<file path="src/lsg_map.vh">
// register map, field positions, reset values and timing constants of the limited speed guard
// assumes word-indexed register port, 32-bit data, 100 MHz clock
`ifndef LSG_MAP_VH
`define LSG_MAP_VH

// register word indices
`define LSG_REG_LIMIT0 5'h00
`define LSG_REG_TRIP0 5'h01
`define LSG_REG_LIMIT1 5'h02
`define LSG_REG_TRIP1 5'h03
`define LSG_REG_LIMIT2 5'h04
`define LSG_REG_TRIP2 5'h05
`define LSG_REG_LIMIT3 5'h06
`define LSG_REG_TRIP3 5'h07
`define LSG_REG_CONFIG 5'h08
`define LSG_REG_START_DELAY 5'h09
`define LSG_REG_MODOFF_DELAY 5'h0a
`define LSG_REG_STATUS 5'h0b
`define LSG_REG_EFFECTIVE 5'h0c
`define LSG_REG_SPEED 5'h0d

// config fields
`define LSG_CFG_RAMP_MODE 0
`define LSG_CFG_AUTO_ACK 1
`define LSG_CFG_ML_LO 2
`define LSG_CFG_ML_HI 3

// modulation-loss reaction encoding: bit0 delay, bit1 monitoring kept active
`define LSG_ML_DELAY 2'h1
`define LSG_ML_MONITOR 2'h2
`define LSG_ML_BOTH 2'h3
`define LSG_ML_NONE 2'h0

// status fields
`define LSG_ST_ACTIVE_LO 0
`define LSG_ST_DECEL_LO 4
`define LSG_ST_ESTOP 8
`define LSG_ST_CUTOFF 9
`define LSG_ST_MLOSS 10

// reset values
`define LSG_RST_LIMIT 16'h7fff
`define LSG_RST_TRIP 16'h7fff
`define LSG_RST_CONFIG 4'h4
`define LSG_RST_START_DELAY 16'h0000
`define LSG_RST_MODOFF_DELAY 16'h0000

// timing
`define LSG_CLK_PERIOD_NS 10
`define LSG_MS_NS 1000000
`define LSG_CHANNELS 4

`endif

</file>
<file path="src/lsg_top.v">
// limited speed guard: four channels, per-channel limits, escalation and register port
// assumes requests and ack arrive on pins, speed and modulation come from logic on clk
`timescale 1ns/1ns
`include "lsg_map.vh"

// How it works
// - several channels active: smallest limit is the effective limit
// - several channels active: trip on the lowest active trip limit
// - request above limit: decelerate under timed window or ramp envelope
// - timed window: emergency stop if speed still above trip limit when time expires
// - ramp mode: torque cutoff when speed leaves the ramp envelope
// - immediate start needs timed window with zero delay
// - supervision active: emergency stop when speed reaches trip limit
// - configuration chooses modulation-loss cutoff indication, reaction and delay
// - speed already under limit: supervise at once, indicate active
// - manual acknowledge: removal keeps supervision until acknowledged
// - automatic acknowledge: removal ends supervision at once
// - acknowledge stops supervision and drops the active indication
// - modulation loss while active below limit: no cutoff, stay active
// - timed window above limit: start the start-delay counter
// - supervision begins at midpoint between limit and trip limit
// - timed window: supervision starts at latest when delay expires
// - speed above trip at delay expiry: emergency stop
// - ramp mode: stop envelope checking once supervision begins
// - modulation loss reaction: delay, monitor, both or neither; default delay 0 ms
module lsg_top #(
  parameter MS_CYCLES = `LSG_MS_NS / `LSG_CLK_PERIOD_NS
) (
  input wire clk,
  input wire reset,
  input wire [4:0] reg_addr,
  input wire [31:0] reg_wdata,
  input wire reg_wr,
  input wire reg_rd,
  output reg [31:0] reg_rdata,
  input wire [3:0] guard_request,
  input wire guard_ack,
  input wire speed_valid,
  input wire [15:0] speed_sample,
  input wire [15:0] ramp_env_min,
  input wire [15:0] ramp_env_max,
  input wire modulation_on,
  output wire [3:0] guard_active_indication,
  output wire ramp_supervision_one_enable,
  output wire emergency_stop_function,
  output wire torque_cutoff,
  output wire modloss_cutoff_indication,
  output reg [15:0] effective_limit
);

  ////////////////////////////////////////////////////////////////////////////////
  // helpers

  function [15:0] mag16;
    input [15:0] v;
    begin
      mag16 = v[15] ? (~v + 16'h0001) : v;
    end
  endfunction

  function [15:0] min16;
    input [15:0] a;
    input [15:0] b;
    begin
      min16 = (a < b) ? a : b;
    end
  endfunction

  ////////////////////////////////////////////////////////////////////////////////
  // pin synchronisers

  reg [3:0] req_s1_q;
  reg [3:0] req_s2_q;
  reg ack_s1_q;
  reg ack_s2_q;
  reg ack_s3_q;
  wire ack_pulse;

  always @(posedge clk)
  begin
    if (reset)
    begin
      req_s1_q <= 4'h0;
      req_s2_q <= 4'h0;
      ack_s1_q <= 1'b0;
      ack_s2_q <= 1'b0;
      ack_s3_q <= 1'b0;
    end
    else
    begin
      req_s1_q <= guard_request;
      req_s2_q <= req_s1_q;
      ack_s1_q <= guard_ack;
      ack_s2_q <= ack_s1_q;
      ack_s3_q <= ack_s2_q;
    end
  end

  assign ack_pulse = ack_s2_q && !ack_s3_q;

  ////////////////////////////////////////////////////////////////////////////////
  // millisecond tick

  reg [31:0] div_q;
  reg ms_tick_q;

  always @(posedge clk)
  begin
    if (reset)
    begin
      div_q <= 32'h00000000;
      ms_tick_q <= 1'b0;
    end
    else if (div_q >= MS_CYCLES - 1)
    begin
      div_q <= 32'h00000000;
      ms_tick_q <= 1'b1;
    end
    else
    begin
      div_q <= div_q + 32'h00000001;
      ms_tick_q <= 1'b0;
    end
  end

  ////////////////////////////////////////////////////////////////////////////////
  // registers

  reg [15:0] limit_q [0:3];
  reg [15:0] trip_q [0:3];
  reg [3:0] cfg_q;
  reg [15:0] start_delay_q;
  reg [15:0] modoff_delay_q;
  reg [15:0] speed_q;
  reg estop_q;
  reg cutoff_q;
  reg mloss_q;
  reg [15:0] ml_cnt_q;
  wire [3:0] active;
  wire [3:0] decel;
  wire [3:0] ramp_chk;
  wire [3:0] env_cut;
  wire [3:0] late_trip;
  wire [3:0] ml_pending;
  wire [15:0] spd_mag;
  wire env_ok;
  wire wr_limit;
  wire wr_trip;
  wire [1:0] wr_ch;
  wire clr_estop;
  wire clr_cutoff;
  wire clr_mloss;
  reg [15:0] eff_trip;
  reg [15:0] eff_lim_d;
  reg any_guard;
  integer i;
  integer j;

  assign spd_mag = mag16(speed_sample);
  assign env_ok = ($signed(speed_sample) >= $signed(ramp_env_min)) &&
    ($signed(speed_sample) <= $signed(ramp_env_max));
  assign wr_limit = reg_wr && (reg_addr < `LSG_REG_CONFIG) && !reg_addr[0];
  assign wr_trip = reg_wr && (reg_addr < `LSG_REG_CONFIG) && reg_addr[0];
  assign wr_ch = reg_addr[2:1];
  assign clr_estop = reg_wr && (reg_addr == `LSG_REG_STATUS) && reg_wdata[`LSG_ST_ESTOP];
  assign clr_cutoff = reg_wr && (reg_addr == `LSG_REG_STATUS) && reg_wdata[`LSG_ST_CUTOFF];
  assign clr_mloss = reg_wr && (reg_addr == `LSG_REG_STATUS) && reg_wdata[`LSG_ST_MLOSS];

  always @(posedge clk)
  begin
    if (reset)
    begin
      for (i = 0; i < `LSG_CHANNELS; i = i + 1)
      begin
        limit_q[i] <= `LSG_RST_LIMIT;
        trip_q[i] <= `LSG_RST_TRIP;
      end
      cfg_q <= `LSG_RST_CONFIG;
      start_delay_q <= `LSG_RST_START_DELAY;
      modoff_delay_q <= `LSG_RST_MODOFF_DELAY;
      speed_q <= 16'h0000;
    end
    else
    begin
      if (wr_limit)
        limit_q[wr_ch] <= reg_wdata[15:0];
      if (wr_trip)
        trip_q[wr_ch] <= reg_wdata[15:0];
      if (reg_wr && reg_addr == `LSG_REG_CONFIG)
        cfg_q <= reg_wdata[3:0];
      if (reg_wr && reg_addr == `LSG_REG_START_DELAY)
        start_delay_q <= reg_wdata[15:0];
      if (reg_wr && reg_addr == `LSG_REG_MODOFF_DELAY)
        modoff_delay_q <= reg_wdata[15:0];
      if (speed_valid)
        speed_q <= speed_sample;
    end
  end

  ////////////////////////////////////////////////////////////////////////////////
  // channels

  genvar g;
  generate
    for (g = 0; g < `LSG_CHANNELS; g = g + 1)
    begin : ch
      lsg_chan u_chan (
        .clk(clk),
        .reset(reset),
        .req(req_s2_q[g]),
        .ack(ack_pulse),
        .auto_ack(cfg_q[`LSG_CFG_AUTO_ACK]),
        .ramp_mode(cfg_q[`LSG_CFG_RAMP_MODE]),
        .ml_react(cfg_q[`LSG_CFG_ML_HI:`LSG_CFG_ML_LO]),
        .start_delay(start_delay_q),
        .ms_tick(ms_tick_q),
        .spd_valid(speed_valid),
        .spd(spd_mag),
        .limit(limit_q[g]),
        .trip(trip_q[g]),
        .env_ok(env_ok),
        .mod_on(modulation_on),
        .active(active[g]),
        .decel(decel[g]),
        .ramp_chk(ramp_chk[g]),
        .env_cut(env_cut[g]),
        .late_trip(late_trip[g]),
        .ml_pending(ml_pending[g])
      );
    end
  endgenerate

  ////////////////////////////////////////////////////////////////////////////////
  // effective limit over active and decelerating channels, trip limit over active ones

  always @*
  begin
    eff_lim_d = `LSG_RST_LIMIT;
    eff_trip = `LSG_RST_TRIP;
    any_guard = 1'b0;
    for (j = 0; j < `LSG_CHANNELS; j = j + 1)
    begin
      if (active[j] || decel[j])
        eff_lim_d = min16(eff_lim_d, limit_q[j]);
      if (active[j])
      begin
        eff_trip = min16(eff_trip, trip_q[j]);
        any_guard = 1'b1;
      end
    end
  end

  // limit handed to the drive comes from a flop
  always @(posedge clk)
  begin
    if (reset)
      effective_limit <= `LSG_RST_LIMIT;
    else
      effective_limit <= eff_lim_d;
  end

  ////////////////////////////////////////////////////////////////////////////////
  // escalation: emergency stop, torque cutoff, modulation-loss indication

  wire [16:0] ml_inc;
  wire trip_hit;

  assign ml_inc = {1'b0, ml_cnt_q} + 17'h00001;
  assign trip_hit = any_guard && speed_valid && (spd_mag >= eff_trip);

  always @(posedge clk)
  begin
    if (reset)
    begin
      estop_q <= 1'b0;
      cutoff_q <= 1'b0;
      mloss_q <= 1'b0;
      ml_cnt_q <= 16'h0000;
    end
    else
    begin
      if (trip_hit || (|late_trip))
        estop_q <= 1'b1;
      else if (clr_estop)
        estop_q <= 1'b0;
      if (|env_cut)
        cutoff_q <= 1'b1;
      else if (clr_cutoff)
        cutoff_q <= 1'b0;
      // channels that lost modulation while decelerating count, also once active; loss first seen while active is ignored
      if (!(|ml_pending))
        ml_cnt_q <= 16'h0000;
      else if (ml_cnt_q >= modoff_delay_q)
        mloss_q <= 1'b1;
      else if (ms_tick_q)
        ml_cnt_q <= ml_inc[15:0];
      if (clr_mloss && !((|ml_pending) && ml_cnt_q >= modoff_delay_q))
        mloss_q <= 1'b0;
    end
  end

  assign guard_active_indication = active;
  assign ramp_supervision_one_enable = |ramp_chk;
  assign emergency_stop_function = estop_q;
  assign torque_cutoff = cutoff_q;
  assign modloss_cutoff_indication = mloss_q;

  ////////////////////////////////////////////////////////////////////////////////
  // read port

  always @(posedge clk)
  begin
    if (reset)
      reg_rdata <= 32'h00000000;
    else if (reg_rd)
    begin
      reg_rdata <= 32'h00000000;
      if (reg_addr < `LSG_REG_CONFIG)
        reg_rdata <= {16'h0000, reg_addr[0] ? trip_q[reg_addr[2:1]] : limit_q[reg_addr[2:1]]};
      else
        case (reg_addr)
          `LSG_REG_CONFIG: reg_rdata <= {28'h0000000, cfg_q};
          `LSG_REG_START_DELAY: reg_rdata <= {16'h0000, start_delay_q};
          `LSG_REG_MODOFF_DELAY: reg_rdata <= {16'h0000, modoff_delay_q};
          `LSG_REG_STATUS: reg_rdata <= {21'h000000, mloss_q, cutoff_q, estop_q, decel, active};
          `LSG_REG_EFFECTIVE: reg_rdata <= {eff_trip, effective_limit};
          `LSG_REG_SPEED: reg_rdata <= {16'h0000, speed_q};
          default: reg_rdata <= 32'h00000000;
        endcase
    end
  end

endmodule // lsg_top

</file>
<file path="src/lsg_chan.v">
// one limited speed guard channel: request, deceleration supervision, acknowledgement
// assumes a synchronised request and ack, and a speed magnitude compared live
`timescale 1ns/1ns
`include "lsg_map.vh"

module lsg_chan (
  input wire clk,
  input wire reset,
  input wire req,
  input wire ack,
  input wire auto_ack,
  input wire ramp_mode,
  input wire [1:0] ml_react,
  input wire [15:0] start_delay,
  input wire ms_tick,
  input wire spd_valid,
  input wire [15:0] spd,
  input wire [15:0] limit,
  input wire [15:0] trip,
  input wire env_ok,
  input wire mod_on,
  output wire active,
  output wire decel,
  output wire ramp_chk,
  output reg env_cut,
  output reg late_trip,
  output wire ml_pending
);

  localparam S_IDLE = 2'h0;
  localparam S_DECEL = 2'h1;
  localparam S_ACT = 2'h2;
  localparam S_HOLD = 2'h3;

  reg [1:0] state_q;
  reg [1:0] state_d;
  reg [15:0] cnt_q;
  reg [15:0] cnt_d;
  reg ml_q;
  reg ml_d;
  wire [16:0] mid_sum;
  wire [15:0] mid;
  wire above_lim;
  wire at_mid;
  wire over_trip;
  wire [16:0] cnt_inc;
  wire expired;

  assign mid_sum = {1'b0, limit} + {1'b0, trip};
  assign mid = mid_sum[16:1];
  assign above_lim = spd > limit;
  assign at_mid = spd <= mid;
  assign over_trip = spd > trip;
  assign cnt_inc = {1'b0, cnt_q} + 17'h00001;
  assign expired = ms_tick && (cnt_inc >= {1'b0, start_delay});

  assign active = (state_q == S_ACT) || (state_q == S_HOLD);
  assign decel = state_q == S_DECEL;
  assign ramp_chk = decel && ramp_mode && mod_on && !ml_q;
  assign ml_pending = ml_q && ml_react[0];

  always @*
  begin
    state_d = state_q;
    cnt_d = cnt_q;
    ml_d = ml_q;
    env_cut = 1'b0;
    late_trip = 1'b0;
    case (state_q)
      S_IDLE:
      begin
        ml_d = 1'b0;
        cnt_d = 16'h0000;
        if (req)
        begin
          if (!above_lim || (!ramp_mode && start_delay == 16'h0000))
            state_d = S_ACT;
          else
            state_d = S_DECEL;
        end
      end
      S_DECEL:
      begin
        if (!req)
          state_d = auto_ack ? S_IDLE : S_HOLD;
        else if (!mod_on || ml_q)
        begin
          ml_d = 1'b1;
          if (ml_react[1])
            state_d = S_ACT;
        end
        else
        begin
          if (ramp_mode && spd_valid && !env_ok)
            env_cut = 1'b1;
          if (spd_valid && at_mid)
            state_d = S_ACT;
          else if (!ramp_mode && expired)
          begin
            state_d = S_ACT;
            late_trip = over_trip;
          end
          else if (!ramp_mode && ms_tick)
            cnt_d = cnt_inc[15:0];
        end
      end
      S_ACT:
      begin
        if (!req)
          state_d = auto_ack ? S_IDLE : S_HOLD;
      end
      S_HOLD:
      begin
        if (req)
          state_d = S_ACT;
        else if (ack)
          state_d = S_IDLE;
      end
      default:
        state_d = S_IDLE;
    endcase
  end

  always @(posedge clk)
  begin
    if (reset)
    begin
      state_q <= S_IDLE;
      cnt_q <= 16'h0000;
      ml_q <= 1'b0;
    end
    else
    begin
      state_q <= state_d;
      cnt_q <= cnt_d;
      ml_q <= ml_d;
    end
  end

endmodule // lsg_chan

</file>
<file path="config.mk">
export PLATFORM = sky130hd
export DESIGN_NAME = lsg_top
export DESIGN_NICKNAME = d
export VERILOG_FILES = /design/src/lsg_top.v /design/src/lsg_chan.v
export VERILOG_INCLUDE_DIRS = /design/src
export SDC_FILE = /design/constraint.sdc
export NUM_CORES = 1
export LEC_CHECK = 0
export BUFFER_PORTS_ARGS = -buffer_cell sky130_fd_sc_hd__buf_2
export CAP_MARGIN = 40
export CORE_MARGIN = 4
export CORE_UTILIZATION = 45
export DETAILED_ROUTE_END_ITERATION = 10
export GPL_ROUTABILITY_DRIVEN = 0
export PLACE_DENSITY = 0.64
export SLEW_MARGIN = 20
export SYNTH_ARGS = -nofsm -noshare
export SYNTH_HDL_FRONTEND = slang
export SYNTH_SLANG_ARGS = --single-unit
export TNS_END_PERCENT = 50
</file>
<file path="constraint.sdc">
create_clock -name clk -period 9.2 [get_ports clk]
set_clock_uncertainty 0.1 [all_clocks]
set_input_delay 0.46 -clock clk [delete_from_list [all_inputs] [get_ports clk]]
set_output_delay 0.46 -clock clk [all_outputs]
set_load 0.005 [all_outputs]
</file>
==> results by stage, run 1 <==
Outcome:
- The run finished with clean final reports.

Critical path:
- In this run the critical register-to-register path is captured at emergency_stop_function.
- The buffers plus inverters on the worst setup path is 3.
- The maximum net fanout on the critical path is 15.
- The worst setup path is of the reg -> reg kind.
- The data arrival time at the worst-slack endpoint is 9.22 ns.
- The worst register-to-register path begins at trip_q[0][15].
- In this run the register-to-register setup slack is 0.33 ns.
- The endpoint type of the worst setup path is a flop.
- The required time at the endpoint of the critical path is 9.55 ns.
- STA classifies the critical path startpoint as a flop.
- The kind of cell with the highest combined delay along the critical path is compound AO/OA/AOI/OAI gates.
- The number of cells on the worst reg-to-reg path is 33.
- In this design, the stage delay of the slowest critical-path cell is 0.59 ns.
- The slowest stage cell on the critical path is sky130_fd_sc_hd__a2111oi_0.

Pwr:
- In this run the static leakage power is 14.18 nW.
- The worst-case IR drop observed on VDD is 0.1219 mV.
- Power spread over the standard cell area amounts to 163.6 nW/um2.

Cells and area:
- The signed area change from the synthesized netlist to the final layout is 12.17%.
- Across the whole layout, storage elements account for 8628 um2.
- The final-stage net count is 4149.
- The area of combinational cells with multiple inputs is 19980 um2.
- Cells with a size suffix above 1 make up 11.21% of the layout.
- The most common library cell in the layout ignoring fill and taps is sky130_fd_sc_hd__ha_1.
- Leaving out fill and tap cells, the most frequent cells in the layout are sky130_fd_sc_hd__ha_1, sky130_fd_sc_hd__nand2_1, sky130_fd_sc_hd__nor2_1.
- Fill cells in the final layout number 6198.

Logic synthesis:
- In this run the mean area of a mapped cell was 8.697 um2.
- In this run, synthesis produced a sequential element count of 367.
- The share of synthesized area occupied by flip-flops and latches is 28.96%.
- During synthesis, Yosys emitted a total of 0 warnings.
- For this run, the leading register cell type out of synthesis is sky130_fd_sc_hd__dfxtp_1.
- In this run, synthesis inferred 128 flip-flops with an integrated enable.
- Sorting the synthesized cells by area gives the leading types as sky130_fd_sc_hd__ha_1, sky130_fd_sc_hd__dfxtp_1, sky130_fd_sc_hd__edfxtp_1.
- The async set-reset flop share out of synthesis is 0%.
- Synthesis instantiated 89 different standard cells from the library.
- The fraction of synthesized cell area taken by the top area cell type is 19.95%.
- The synthesized netlist occupies a cell area of 29790 um2.
- The number of instances in the synthesized netlist is 3426.
- The cell type with the highest aggregate area in the netlist is sky130_fd_sc_hd__ha_1.

Place:
- The count of buffers added on input and output ports is 135.
- The HPWL after detailed placement is 82.88 mm.

Timing:
- For the pin with the worst max-slew slack, the measured transition is 0.8535 ns.
- The worst-case headroom to the max-slew limit is 41.63%.
- The final critical-path required period is 8.870 ns.
- The highest achievable clock rate is 0.1127 GHz.
- The hold violation count in the final report is 0.
- Dividing the final minimum period by the clock period gives 96.41%.
- The setup TNS is 0 ns.
- Setup violations remaining at the end of the flow were counted as 0.
- Setup repair after global routing left no endpoint under its margin.
- The count of final max-slew check failures is 0.
- Across all hold checks on the routed design, the worst slack comes to 0.09413 ns.

Run:
- The tool flagged a number of max-cap violations equal to 0.

CTS:
- The CTS tree is yes.
- Counting the buffers created by CTS gives 44.
- The buffer cell driving the clock tree root is sky130_fd_sc_hd__clkbuf_16.
- The longest clock path from root to sink contains 3 buffers.
- After clock tree synthesis, the clock-pin slew on the worst setup and hold paths is 0.07 ns.
- The clock tree synthesis step divided the H-tree into 2 levels.
- Clock tree synthesis found a total of 367 sinks.
- The clock latency at the later pin of the worst-skew pair is 0.60 ns.

GRT:
- The number of global-route vias before repair is 25320.
- In the global route stage, met1 resource usage came out at 40.43%.
- For this run, the total global-route usage over all layers was measured as 29.78%.
- The first global-routing pass estimated 159.5 mm of wire.
- met2 is the most crowded layer.
- The met2 track utilization from global routing is 43.94%.
- Global routing finished with a remaining overflow of 0.
- Entering global routing, the biggest net connects 71 pins.
- The fraction of met3 tracks used by global routing is 6.891%.
- The number of antenna violations at the first check in global routing is 3.

Floorplan:
- The floorplan die area is 70390 um2.
- For this configuration, the core starts out at a cell density of 45.32%.
- The floorplan core area is 65750 um2.
- The total number of placement rows is 94.
- Pin placement for this block handled 152 I/O pins.
- Measured along the x axis, the die boundary spans 265.3 um.
- The floorplan step set the die height to 265.3 um.

Route:
- The length of the first detailed-routing pass in iterations is 8.
- The violation count after the first detailed-routing iteration is 3056.
- The detail route stage leaves a number of antenna-violating nets equal to 0.
- After detailed routing, the number of vias per cell comes to 6.111.
- In the routed design, unresolved DRC markers number 0.
- Summing over every cut layer, the via total after detailed routing is 27350.
- For this block, the routed nets add up to 108.4 mm of wire.
- The wire length per cell is 24.23 um.

Worst hold path:
- The worst hold-check path type is in -> reg.
- The hold path startpoint is speed_sample[0].
- The number of cells traversed by the worst hold path is 3.
- For hold timing, the worst endpoint is speed_q[0].
## metal layers
layer / wire [um] / vias to the layer above
li1: - / 12770
met1: 44670 / 12800
met2: 44650 / 1429
met3: 11820 / 349
met4: 7276 / 2
met5: 11 / -
## metrics by stage
stage | setup WS, ns | total power, W | utilization (%) | cell area, um2 | instances
global placement | 0.4587 | 0.003568 | 48.26 | 31730 | 4375
detailed placement | 0.3118 | 0.003587 | 48.38 | 31810 | 4383
global route | 0.01194 | 0.005699 | 50.81 | 33410 | 4470
finish | 0.3305 | 0.005467 | 50.83 | 33420 | 4475
CTS | 0.2787 | 0.005422 | 50.74 | 33360 | 4465
floorplan | 0.6533 | 0.002991 | - | 29850 | 3442
## worst max-delay path by stage
stage,from,to,slack (ns),cells past startpoint
after CTS,trip_q[0][15],emergency_stop_function,0.28,33
after detailed placement,trip_q[0][15],emergency_stop_function,0.31,33
after floorplan,trip_q[0][15],emergency_stop_function,0.65,35
after global placement,trip_q[0][15],emergency_stop_function,0.46,33
after global routing,trip_q[0][15],emergency_stop_function,0.01,33
final,trip_q[0][15],emergency_stop_function,0.33,33
## cells in the mapped netlist, drive strengths merged (12+ instances only)
master,number
a211oi,20
a21o,79
a21oi,214
a22oi,17
a2bb2oi,15
a31oi,15
a41oi,12
and2,18
and3,39
buf,23
clkbuf,101
dfxtp,239
edfxtp,128
ha,475
inv,249
mux2,70
mux2i,40
mux4,32
nand2,346
nand2b,63
nand3,143
nand3b,17
nand4,92
nor2,269
nor2b,60
nor3,68
nor4,24
o211ai,15
o21a,39
o21ai,143
o31ai,17
or2,15
xnor2,75
xor2,76
## cell type report
class / count / area share (%)
antenna: 6 / 0.04493
clock buffer: 57 / 3.594
clock inverter: 20 / 0.9060
inverter: 249 / 2.797
multi-input combinational: 2702 / 59.77
sequential: 367 / 25.82
tap: 864 / 3.235
timing repair buffer: 210 / 3.834
## power by group
group / total, W / switching (W) / internal [W]
clock: 0.00185 / 0.000749 / 0.00110
combinational: 0.00171 / 0.00103 / 0.000682
sequential: 0.00191 / 0.000147 / 0.00176
## cells by family (layout without fill, tap and decap cells)
| logic type | Yosys count | count (layout) | synth area share (%) |
|---|---|---|---|
| fa+ha+maj | 479 | 479 | 20.22 |
| other cells | 1 | 23 | 0.01259 |
| buf+inv | 373 | 536 | 4.796 |
| mux | 142 | 142 | 6.408 |
| xor+xnor | 151 | 151 | 4.439 |
| simple gates | 1196 | 1196 | 19.36 |
| compound gates | 717 | 717 | 15.81 |
| flops | 367 | 367 | 28.96 |
## worst min-delay path, stage by stage
cell,delay [ns]
sky130_fd_sc_hd__buf_2,0.13
sky130_fd_sc_hd__mux2i_1,0.08
sky130_fd_sc_hd__nor2_1,0.07
## state kept, by name, summed over array words and instances, names as in the netlist, 4 cells and up
name,count
ch.u_chan.cnt_q,64
req_s1_q,4
ml_cnt_q,16
ch.u_chan.state_q,8
limit_q,64
speed_q,16
modoff_delay_q,16
reg_rdata,32
start_delay_q,16
ch.u_chan.ml_q,4
req_s2_q,4
cfg_q,4
effective_limit,16
trip_q,64
div_q,32
## what timing repair did
action                                  CTS  global route
hold buffers                              5             0
endpoints found under the setup margin    0            15
resized for setup                         0             3
setup buffers                             0             0
hold endpoints to repair                  5             0
No activity file was read; power rests on OpenSTA's default activity.
==> inputs of run 2 (changes only) <==
==> constraint.sdc (replaced) <==
create_clock -name clk -period 7.88 [get_ports clk]
set_clock_uncertainty 0.1 [all_clocks]
set_input_delay 0.394 -clock clk [delete_from_list [all_inputs] [get_ports clk]]
set_output_delay 0.394 -clock clk [all_outputs]
set_load 0.005 [all_outputs]
==> run 2 against run 1 <==
Count of clock-buffer cells in the layout rose by 7. Flip-flop and latch count unchanged. Sequential share of layout area is 1.1 points lower. Combinational power increased by 34%. Sequential power increased by 16%. Critical path depth is 1 higher. Via count grew 3.4%. Register-to-register slack got worse by 0.29 ns. Setup slack worse by 0.29 ns. Critical path type unchanged.
==> results by stage, run 2 (synthesized netlist as in run 1, its figures left out) <==
Place:
- The number of port buffers came to 135 (unchanged).
- The detailed placer's ending HPWL is 86.39 mm (+4.2%).
- The post-detailed-placement cell area was 32530 um2 (+2.3%).

Cells and area:
- The signed area change from the synthesized netlist to the final layout is 17.39%.
- The number of filler instances in the final layout is 5966 (-3.7%).
- The fraction of layout instances using a drive strength above 1 is 15.63% (+4.4 points).
- The area of combinational cells with multiple inputs came to 20600 um2 (+3.1%).
- In the layout the commonest cells are sky130_fd_sc_hd__ha_1, sky130_fd_sc_hd__nand2_1, sky130_fd_sc_hd__nor2_1.
- The final-stage net count is 4251 (+2.5%).
- The design area came to 34970 um2 (+4.7%).
- The storage element area is 8628 um2 (unchanged).
- Leaving out fill and tap cells, the most frequent cell in the layout is sky130_fd_sc_hd__ha_1.
- The largest registers in the layout are ch.u_chan.cnt_q (64), limit_q (64), trip_q (64).

GRT:
- The overall routing resource usage is 30.76% (+0.98 points).
- The pin count of the biggest net entering global routing is 60 (-15%).
- The global-route wire length before repair is 164.6 mm (+3.2%).
- The number of antenna violations at the first check in global routing is 6 (+3).
- The number of global-route vias before repair is 25780 (+1.8%).
- The overall overflow remaining after global route is 0 (unchanged).

Pwr:
- The net load switching power came to 0.002354 W (+22%).
- The total power divided by cell area came to 192.3 nW/um2 (+18%).
- The internal power came to 0.004372 W (+24%).
- The maximum vdd ir drop is 0.1684 mV (+38%).
- The proportion of total power due to net switching is 35.00% (-0.28 points).
- The static leakage is 14.94 nW (+5.4%).
- The portion of total power attributed to the clock network is 33.1% (-0.7 points).
- The sequential cell fraction of total power is 32.9% (-2.0 points).
- The part of the total power dissipated in combinational logic is 34.0% (+2.6 points).

Critical path:
- The setup path with the least slack is of type reg -> reg.
- The maximum net fanout on the critical path was 8 (-7).
- The endpoint type of the worst setup path is a flop.
- The worst setup path is launched from a flop.
- The required time at the endpoint of the critical path is 8.21 ns (-1.34 ns).
- The cell type with the highest occurrence count on the critical path is sky130_fd_sc_hd__a21o_1.
- The largest stage delay on the critical path is 0.43 ns (-0.16 ns).
- The number of cells on the worst reg-to-reg path is 34 (+3.0%).
- The data arrival time at the worst-slack endpoint is 8.17 ns (-1.05 ns).
- The largest individual stage delay along the critical path comes from the cell sky130_fd_sc_hd__edfxtp_1.

Run:
- The max-cap check violation count is 0 (unchanged).

CTS:
- The buffer cell driving the clock tree root is sky130_fd_sc_hd__clkbuf_16.
- The TritonCTS buffer count is 44 (unchanged).
- The number of clock sinks seen by CTS is 367 (unchanged).
- The maximum number of buffers from clock root to sink is 3 (unchanged).
- TritonCTS built the clock tree.
- The clock latency at the later pin of the worst-skew pair is 0.60 ns (about the same).
- The maximum level of the CTS H-tree is 2 (unchanged).
- The register clock-pin slew on the reported worst setup and hold paths is 0.06 ns (about the same).

Timing:
- The part of the cycle the worst path needs came to 99.49% (+3.1 points).
- The slew at the pin with the worst max-slew slack is 0.9269 ns (+0.07336 ns).
- The final critical-path required period is 7.840 ns (-1.030 ns).
- The worst-case headroom to the max-slew limit is 37.98% (-3.6 points).
- The count of final max-slew check failures is 0 (unchanged).
- The smallest hold slack is 0.01286 ns (-0.08127 ns).
- Setup repair after global routing could not meet its margin everywhere.
- The number of endpoints failing setup at the final stage came to 0 (unchanged).
- The hold violation count in the final report came to 0 (unchanged).
- The highest achievable clock rate is 0.1276 GHz (+13%).

Outcome:
- The flow ran to the end, and the final reports show no timing, DRC or antenna violations.

Route:
- The violation count after the first detailed-routing iteration is 3606 (+18%).
- The number of DRC violations after detailed routing is 0 (unchanged).
- The length of the first detailed-routing pass in iterations was 6 (-2).
- The count of vias placed by the detailed router is 28270 (+3.4%).
- The via-per-instance ratio is 6.165 (+0.89%).
- The wire length per cell is 24.82 um (+2.4%).
- The residual antenna-violating net count after detailed routing is 0 (unchanged).
- The total wire length after detailed routing was 113.8 mm (+4.9%).

Floorplan:
- The floorplan core area was 65750 um2 (unchanged).
- The number of primary I/O pins came to 152 (unchanged).
- The total number of placement rows came to 94 (unchanged).
- The starting density of the core is 45.32% (unchanged).
- The overall die width was 265.3 um (unchanged).
- The floorplan die area is 70390 um2 (unchanged).
- The vertical die dimension is 265.3 um (unchanged).

Worst hold path:
- The number of cells traversed by the worst hold path was 3 (unchanged).
- In this run the worst hold path is classified as in -> reg.
-- run 2: path summary, 6_finish.rpt --
| check | slack [ns] | to | start |
|---|---|---|---|
| worst min register to register | 0.34 | req_s2_q[3] | req_s1_q[3] |
| worst max register to register | 0.04 | emergency_stop_function | trip_q[0][15] |
| worst min-delay path | 0.01 | speed_q[0] | speed_sample[0] |
| worst max-delay path | 0.04 | emergency_stop_function | trip_q[0][15] |
-- run 2: cell type report --
type / instances / share of cell area, %
multi-input combinational: 2702 / 58.91
sequential: 367 / 24.67
timing repair buffer: 312 / 6.039
clock buffer: 64 / 3.713
tap: 864 / 3.091
inverter: 249 / 2.672
clock inverter: 18 / 0.8443
antenna: 9 / 0.06439
-- run 2: timing repair --
action,CTS,global route
setup endpoints to repair,15,17
buffers inserted,0,11
gates cloned,0,1
resized for setup,9,109
pin swaps,1,41
hold buffers,5,0
endpoints found under the hold margin,5,0
-- run 2: critical path: cells and delay by family (launching register included) --
family                   cells  cell delay (ns)
AO/OA/AOI/OAI               16             3.15
adder cells (fa/ha/maj)      4             1.13
buffers and inverters        5             0.91
flip-flops                   1             0.43
multiplexers                 3             0.91
AND/OR/NAND/NOR              6             1.05
-- run 2: power by group through the flow --
stage               logic [W]  registers, W  clock network [W]
finish                0.00229       0.00221            0.00223
detailed placement    0.00206       0.00224                  0
global placement      0.00203       0.00224                  0
global route          0.00247       0.00221            0.00231
floorplan             0.00135       0.00215                  0
CTS                   0.00208       0.00220            0.00224
-- run 2: routing by layer --
layer	share of wire [%]	vias up	track usage (%)	wire length, um
met5	0.017	-	0	19
met2	42	1686	46.00	47310
met3	12	390	6.993	13260
met1	40	13200	41.97	45830
li1	-	13000	-	-
met4	6.5	2	15.19	7379
-- run 2: through the flow --
step                      setup slack (ns)  util, %  std cells  setup TNS (ns)  total power [W]
final                              0.04012    53.20       4585               0         0.006726
after global routing               -0.2205    53.16       4576         -0.2405         0.006991
after floorplan                    0.01959        -       3442               0         0.003497
after CTS                         -0.04967    52.04       4563        -0.04967         0.006520
after detailed placement           -0.2867    49.48       4476          -1.734         0.004299
after global placement             -0.1777    49.33       4467         -0.1777         0.004276
